### config.mk
export PLATFORM = sky130hd
export DESIGN_NAME = lpc_capture_regs
export DESIGN_NICKNAME = d
export VERILOG_FILES = /design/src/lpc_pkg.sv /design/src/lpc_capture_regs.sv
export VERILOG_INCLUDE_DIRS = /design/src
export SDC_FILE = /design/constraint.sdc
export NUM_CORES = 1
export LEC_CHECK = 0
export BUFFER_PORTS_ARGS = -buffer_cell sky130_fd_sc_hd__buf_2
export CORE_UTILIZATION = 58
export CTS_CLUSTER_DIAMETER = 50
export DETAILED_ROUTE_END_ITERATION = 10
export GPL_ROUTABILITY_DRIVEN = 0
export HOLD_SLACK_MARGIN = 0.08
export PLACE_DENSITY = 0.8
export SLEW_MARGIN = 10
export SYNTH_ARGS = -nofsm -noshare
export SYNTH_HDL_FRONTEND = slang
export SYNTH_SLANG_ARGS = --single-unit
### constraint.sdc
create_clock -name clk -period 2.3 [get_ports clk]
set_input_delay 0.23 -clock clk [delete_from_list [all_inputs] [get_ports clk]]
set_output_delay 0.23 -clock clk [all_outputs]
set_load 0.05 [all_outputs]
### src/lpc_capture_map.svh
`ifndef LPC_CAPTURE_MAP_SVH
`define LPC_CAPTURE_MAP_SVH
// How it works
// Frames per multiframe minus one kept in 5 bits; 0x0f or 0x1f valid.
// Converter count minus one kept in 8 bits; sender gives 0, 1 or 3.
// Sender gives zero control bits; received value shown in bits 7:6.
// Resolution minus one in 5 bits; sender must give 0x0f.
// Bits per sample minus one in 5 bits; sender must give 0x0f.
// Subclass version kept in bits 7:5 beside bits per sample.
// Standard version kept in 3 bits; 000 first revision, 001 second.
// Samples per frame minus one in 5 bits; only 0 or 1 valid.
// Density flag in bit 7: 0 low density, 1 high density.
// Sender gives zero control words; count shown in 5 bits.
// First reserved configuration octet kept whole, read only.
// Checksum computed over lane 0 configuration data for software.
// Captures clear to zero, ignore writes, reserved bits read zero.

// ****************************************
// Register offsets
// ****************************************
`define LPC_OFS_FRAMES 12'h405
`define LPC_OFS_CONV 12'h406
`define LPC_OFS_CSRES 12'h407
`define LPC_OFS_SCNP 12'h408
`define LPC_OFS_VERS 12'h409
`define LPC_OFS_HDCF 12'h40a
`define LPC_OFS_RES1 12'h40b
`define LPC_OFS_CHK 12'h40e

// ****************************************
// Octet positions in the configuration data
// ****************************************
`define LPC_OCT_FIRST 4'h0
`define LPC_OCT_FRAMES 4'h5
`define LPC_OCT_CONV 4'h6
`define LPC_OCT_CSRES 4'h7
`define LPC_OCT_SCNP 4'h8
`define LPC_OCT_VERS 4'h9
`define LPC_OCT_HDCF 4'ha
`define LPC_OCT_RES1 4'hb
`define LPC_OCT_LAST 4'hc

// ****************************************
// Reset value and legal settings
// ****************************************
`define LPC_REG_RST 8'h00
`define LPC_FPM16 5'h0f
`define LPC_FPM32 5'h1f
`define LPC_CONV1 8'h00
`define LPC_CONV2 8'h01
`define LPC_CONV4 8'h03
`define LPC_RES16 5'h0f
`define LPC_SPF1 5'h00
`define LPC_SPF2 5'h01
`endif

### src/lpc_pkg.sv
package lpc_pkg;
    // One configuration octet from the lane 0 alignment sequence
    typedef struct packed {
        logic valid;
        logic [3:0] index;
        logic [7:0] data;
    } lpc_octet_t;
    // Register request from the serial control port
    typedef struct packed {
        logic rd;
        logic wr;
        logic [11:0] addr;
        logic [7:0] wdata;
    } lpc_req_t;
    // Register answer
    typedef struct packed {
        logic valid;
        logic [7:0] data;
    } lpc_rsp_t;
endpackage : lpc_pkg

### src/lpc_capture_regs.sv
`timescale 1ns/1ps
`include "lpc_capture_map.svh"
module lpc_capture_regs (
    // Clock and reset
    input wire logic clk,
    input wire logic rst_n,
    // Lane 0 configuration octets
    input wire lpc_pkg::lpc_octet_t cfgIn,
    // Serial control register port
    input wire lpc_pkg::lpc_req_t regReq,
    output lpc_pkg::lpc_rsp_t regRsp,
    // Status
    output logic cfgDone,
    output logic cfgLegal
);

    // ****************************************
    // Captured parameter registers
    // ****************************************
    logic [7:0] framesReg;
    logic [7:0] convReg;
    logic [7:0] csResReg;
    logic [7:0] scNpReg;
    logic [7:0] versReg;
    logic [7:0] hdCfReg;
    logic [7:0] res1Reg;
    logic [7:0] chkReg;
    logic [7:0] sumAcc;
    logic [7:0] next_rdata;
    logic next_legal;
    logic takeOct;

    assign takeOct = cfgIn.valid;

    // Frames per multiframe, upper bits held at zero
    always_ff @(posedge clk or negedge rst_n) begin
        if (!rst_n) begin
            framesReg <= `LPC_REG_RST;
        end else if (takeOct && cfgIn.index == `LPC_OCT_FRAMES) begin
            framesReg <= {3'h0, cfgIn.data[4:0]};
        end
    end

    // Converter count kept whole
    always_ff @(posedge clk or negedge rst_n) begin
        if (!rst_n) begin
            convReg <= `LPC_REG_RST;
        end else if (takeOct && cfgIn.index == `LPC_OCT_CONV) begin
            convReg <= cfgIn.data;
        end
    end

    // Control bits and resolution; bit 5 reserved
    always_ff @(posedge clk or negedge rst_n) begin
        if (!rst_n) begin
            csResReg <= `LPC_REG_RST;
        end else if (takeOct && cfgIn.index == `LPC_OCT_CSRES) begin
            csResReg <= {cfgIn.data[7:6], 1'h0, cfgIn.data[4:0]};
        end
    end

    // Subclass version and bits per sample share one octet
    always_ff @(posedge clk or negedge rst_n) begin
        if (!rst_n) begin
            scNpReg <= `LPC_REG_RST;
        end else if (takeOct && cfgIn.index == `LPC_OCT_SCNP) begin
            scNpReg <= cfgIn.data;
        end
    end

    // Standard version and samples per frame
    always_ff @(posedge clk or negedge rst_n) begin
        if (!rst_n) begin
            versReg <= `LPC_REG_RST;
        end else if (takeOct && cfgIn.index == `LPC_OCT_VERS) begin
            versReg <= cfgIn.data;
        end
    end

    // Density flag and control words; bits 6:5 reserved
    always_ff @(posedge clk or negedge rst_n) begin
        if (!rst_n) begin
            hdCfReg <= `LPC_REG_RST;
        end else if (takeOct && cfgIn.index == `LPC_OCT_HDCF) begin
            hdCfReg <= {cfgIn.data[7], 2'h0, cfgIn.data[4:0]};
        end
    end

    // First reserved octet, kept whole
    always_ff @(posedge clk or negedge rst_n) begin
        if (!rst_n) begin
            res1Reg <= `LPC_REG_RST;
        end else if (takeOct && cfgIn.index == `LPC_OCT_RES1) begin
            res1Reg <= cfgIn.data;
        end
    end

    // ****************************************
    // Checksum over the configuration octets
    // ****************************************
    // Running sum restarts on the first octet, so a repeated
    // alignment sequence never mixes with the previous one.
    always_ff @(posedge clk or negedge rst_n) begin
        if (!rst_n) begin
            sumAcc <= `LPC_REG_RST;
        end else if (takeOct && cfgIn.index == `LPC_OCT_FIRST) begin
            sumAcc <= cfgIn.data;
        end else if (takeOct) begin
            sumAcc <= sumAcc + cfgIn.data;
        end
    end

    // Result latched on the last summed octet, modulo 256
    always_ff @(posedge clk or negedge rst_n) begin
        if (!rst_n) begin
            chkReg <= `LPC_REG_RST;
        end else if (takeOct && cfgIn.index == `LPC_OCT_LAST) begin
            chkReg <= sumAcc + cfgIn.data;
        end
    end

    // Done marks a full set; a fresh first octet withdraws it
    always_ff @(posedge clk or negedge rst_n) begin
        if (!rst_n) begin
            cfgDone <= 1'b0;
        end else if (takeOct && cfgIn.index == `LPC_OCT_LAST) begin
            cfgDone <= 1'b1;
        end else if (takeOct && cfgIn.index == `LPC_OCT_FIRST) begin
            cfgDone <= 1'b0;
        end
    end

    // ****************************************
    // Legality of the advertised parameters
    // ****************************************
    // Checks what the sender is bound to; the device only reports.
    always_comb begin
        next_legal = 1'b1;
        if (framesReg[4:0] != `LPC_FPM16 && framesReg[4:0] != `LPC_FPM32) begin
            next_legal = 1'b0;
        end
        if (convReg != `LPC_CONV1 && convReg != `LPC_CONV2 &&
            convReg != `LPC_CONV4) begin
            next_legal = 1'b0;
        end
        if (csResReg[7:6] != 2'h0) begin
            next_legal = 1'b0;
        end
        if (csResReg[4:0] != `LPC_RES16) begin
            next_legal = 1'b0;
        end
        if (scNpReg[4:0] != `LPC_RES16) begin
            next_legal = 1'b0;
        end
        if (versReg[4:0] != `LPC_SPF1 && versReg[4:0] != `LPC_SPF2) begin
            next_legal = 1'b0;
        end
        if (hdCfReg[4:0] != 5'h00) begin
            next_legal = 1'b0;
        end
        if (!cfgDone) begin
            next_legal = 1'b0;
        end
    end

    // Registered so the status pin comes from a flip-flop
    always_ff @(posedge clk or negedge rst_n) begin
        if (!rst_n) begin
            cfgLegal <= 1'b0;
        end else begin
            cfgLegal <= next_legal;
        end
    end

    // ****************************************
    // Register read port
    // ****************************************
    // Read mux; unmapped offsets answer zero
    always_comb begin
        case (regReq.addr)
            `LPC_OFS_FRAMES: next_rdata = framesReg;
            `LPC_OFS_CONV: next_rdata = convReg;
            `LPC_OFS_CSRES: next_rdata = csResReg;
            `LPC_OFS_SCNP: next_rdata = scNpReg;
            `LPC_OFS_VERS: next_rdata = versReg;
            `LPC_OFS_HDCF: next_rdata = hdCfReg;
            `LPC_OFS_RES1: next_rdata = res1Reg;
            `LPC_OFS_CHK: next_rdata = chkReg;
            default: next_rdata = 8'h00;
        endcase
    end

    // One cycle read latency; writes are simply dropped
    always_ff @(posedge clk or negedge rst_n) begin
        if (!rst_n) begin
            regRsp <= '0;
        end else begin
            regRsp.valid <= regReq.rd;
            regRsp.data <= regReq.rd ? next_rdata : 8'h00;
        end
    end
endmodule : lpc_capture_regs

==> run_results.csv <==
group,metric,value,unit
status,status,"finished, final reports clean",
timing,relSlewSlack,0.599,
critical_path,worstSetupPathType,"reg2reg",
critical_path,reg2reg_slack,0.21,ns
synthesis,synth_top_area_share,0.501,
grt,grt_max_degree,44,
critical_path,setup.worst_path.start,"sumAcc[0]$_DFFE_PN0P_",
synthesis,synthesis.area,0.00384,mm²
synthesis,synth_area_per_cell,12.0,µm²
power,pwr_density_cell,939,mW/mm²
hold_path,min_from,"cfgIn[5]",
critical_path,crit_buf_inv,1,
critical_path,critical-path-top-delay-family,"simple AND/OR/NAND/NOR gates",
clock_network,clk_pin_slew,0.08,ns
critical_path,critical_path.max_fanout,4,
critical_path,worstRegToRegCells,8,
critical_path,required,2.58,ns
route,vias,2777,
floorplanning,dieWidth,83.4,µm
hold_path,hold_depth,2,
critical_path,arrival,2.37,ns
timing,slew_viol_final,0,
power,p_leak,1.93,nW
synthesis,synth.most_common_cell,"dfrtp_1",
floorplanning,ioPinCount,48,
synthesis,synth.area.top_cells,"dfrtp_1 (50%), mux2_2 (16%), mux4_2 (2.9%)",
finish,antennaDiodeCount,0,
floorplanning,dieArea,0.00696,mm²
grt,grt_usage,0.274,
synthesis,synthTopCellsByCount,"dfrtp_1 (77), mux2_2 (53), nor2_1 (23), nand2_1 (16), o21ai_0 (16)",
synthesis,yosysTopAreaCell,"dfrtp_1",
grt,antenna_found_initial,0,
timing,hold_violations,0,
grt,grt_first_pass_wirelength,14500,µm
power,peakVddDrop,0.000581,V
synthesis,synth_seq_area_share,0.501,
placement,port_buffers,38,
synthesis,synthCells,319,
route,drtAntennaViolNets,0,
synthesis,synth_edf_count,0,
route,first_pass_iters,4,
timing,fin_crit,2.09,ns
finish,nNetsFinal,411,
timing,fin_setup_tns,0,ns
clock_network,cts_tree,"built",
job,maxCapViolations,0,
synthesis,ys_warn_count,0,
finish,syn_to_final_growth,13.3,%
clock_network,cts_buffers,9,
timing,timing.clock.skew,0.0158,ns
timing,whs,0.215,ns
finish,fillCellCount,472,
critical_path,endpoint_kind,"flip-flop",
critical_path,slowest_delay,0.46,ns
route,drt_wl_total,8840,µm
clock_network,cts_root_buf,"clkbuf_8",
route,wl_per_cell,19.7,µm
finish,drive_gt1_frac,0.348,
route,drcViolationCount,0,
finish,final_cells,448,
critical_path,crit_path_start_kind,"flip-flop",
placement,dp_hpwl,6190,µm
route,drt_iter0_drc,282,
critical_path,regToRegEndpoint,"sumAcc[6]$_DFFE_PN0P_",
synthesis,ys_ff_latch,77,
clock_network,cts_sinks,77,
clock_network,htree_levels,3,
grt,grt_pass1_vias,2792,
synthesis,ys_async_sr_fraction,1.00,
synthesis,synth_flop_cell,"dfrtp_1",
grt,overflow,0,
critical_path,r2r_start,"sumAcc[0]$_DFFE_PN0P_",
clock_network,cts_resized,0,
power,power,4.09,mW
clock_network,clk_latency,0.36,ns
floorplanning,core,0.00639,mm²
clock_network,clockBufferDepth,2,
floorplanning,start_util,0.602,
timing,fmax,479,MHz
timing,min_period_over_period,0.907,
synthesis,ys_types,53,
timing,rsz0062_at_grt,"no",
timing,worst_pin_slew,0.601,ns
floorplanning,std_cell_rows,29,
hold_path,min_to,"sumAcc[5]$_DFFE_PN0P_",
placement,dp.cells,430,
route,via_per_inst,6.20,
synthesis,synth_nets,364,
critical_path,slowest_stage,"or4_1",
timing,setup_viol,0,
hold_path,hold_class,"in2reg",
floorplanning,die_height,83.4,µm
critical_path,path_cells,"ha_1 > inv_1 > fa_1 > nor2b_4 > o31a_1 > o21a_1 > or4_1 > nand3_1",
kinds of logic after synthesis:
kind of cell	synth area share
buffers and inverters	0.0208
xor gates and xnor gates	0.00912
and+or+nand+nor	0.131
adders and majority gates	0.0280
AOI/OAI and AO/OA	0.105
muxes	0.205
DFF	0.501
sequential cells by signal, indices dropped and copies added, names as in the netlist:
register / count
cfgLegal: 1
cfgDone: 1
sumAcc: 8
hdCfReg: 6
chkReg: 8
regRsp: 9
convReg: 8
framesReg: 5
scNpReg: 8
versReg: 8
csResReg: 7
res1Reg: 8
power by group:
group / total (mW) / switching (mW) / internal (mW)
sequential: 1.96 / 0.265 / 1.69
clock: 0.985 / 0.484 / 0.501
combinational: 1.15 / 0.548 / 0.598
worst reg2reg max path: cells and delay by family (launching register included):
| kind | cells | cell delay [ns] |
|---|---|---|
| AND/OR/NAND/NOR | 3 | 0.60 |
| AO/OA/AOI/OAI | 2 | 0.49 |
| adder cells (fa/ha/maj) | 2 | 0.46 |
| flip-flops | 1 | 0.38 |
| buffers and inverters | 1 | 0.08 |
final cells by class:
class                      instances  area [µm²]  area share
sequential                        77        1930       0.442
timing repair buffer              49         293      0.0672
tap                               77        96.3      0.0221
clock buffer                      12         135      0.0310
clock inverter                     4        48.8      0.0112
inverter                           5        18.8     0.00431
multi-input combinational        224        1840       0.422
per-stage QoR:
stage,utilization,instance area [µm²],worst slack [ns]
2_1_floorplan,-,3840,0.346
3_3_place_gp,0.650,4150,0.217
3_5_place_dp,0.650,4150,0.197
4_1_cts,0.682,4360,0.221
5_1_grt,0.682,4360,0.138
6_report,0.682,4360,0.214
placed cells by master, fill, tap and decap left out, types with 2 or more instances in the layout:
cell type / netlist / layout
nand4_1: 3 / 3
xnor2_1: 3 / 3
a21oi_1: 14 / 14
nor2_2: 2 / 2
inv_1: 4 / 4
buf_2: 7 / 37
nor2_1: 23 / 23
nor4_1: 5 / 5
ha_1: 7 / 7
dfrtp_1: 77 / 77
nand2b_1: 4 / 4
a211oi_1: 5 / 5
nand2_1: 16 / 16
nor3b_1: 2 / 2
nor4b_1: 2 / 2
a222oi_1: 2 / 2
clkinv_2: 0 / 2
nand4b_1: 2 / 2
or4_1: 3 / 3
nor3_1: 3 / 3
a221o_1: 2 / 2
dlygate4sd3_1: 0 / 2
or3_1: 2 / 2
mux2_2: 53 / 53
mux4_2: 5 / 5
o21ai_0: 16 / 16
mux2i_1: 8 / 8
nor2b_1: 2 / 2
a22o_1: 3 / 3
a21o_1: 3 / 3
clkbuf_1: 5 / 3
a22oi_1: 4 / 4
clkbuf_8: 0 / 9
nand3_1: 4 / 4
buf_4: 1 / 9
o21a_1: 3 / 3
a221oi_1: 3 / 3
nor3_2: 3 / 3
what timing repair did:
item,CTS,global route
endpoints found under the hold margin,35,0
setup buffers,0,0
hold buffers,2,0
setup endpoints to repair,0,0
layer usage:
metal	GRT usage	wire length (µm)
met1	0.379	3900
met2	0.427	4350
met3	0.0676	495
met4	0.0893	101
met5	0	0
how the worst max path moves through the flow:
stage	to	cells after the start	slack, ns
2_1_floorplan	sumAcc[6]$_DFFE_PN0P_	8	0.35
3_3_place_gp	sumAcc[6]$_DFFE_PN0P_	9	0.22
3_5_place_dp	sumAcc[6]$_DFFE_PN0P_	9	0.20
4_1_cts	sumAcc[6]$_DFFE_PN0P_	8	0.22
5_1_grt	sumAcc[6]$_DFFE_PN0P_	8	0.14
6_report	sumAcc[6]$_DFFE_PN0P_	8	0.21
(Power assumes the default switching activity.)
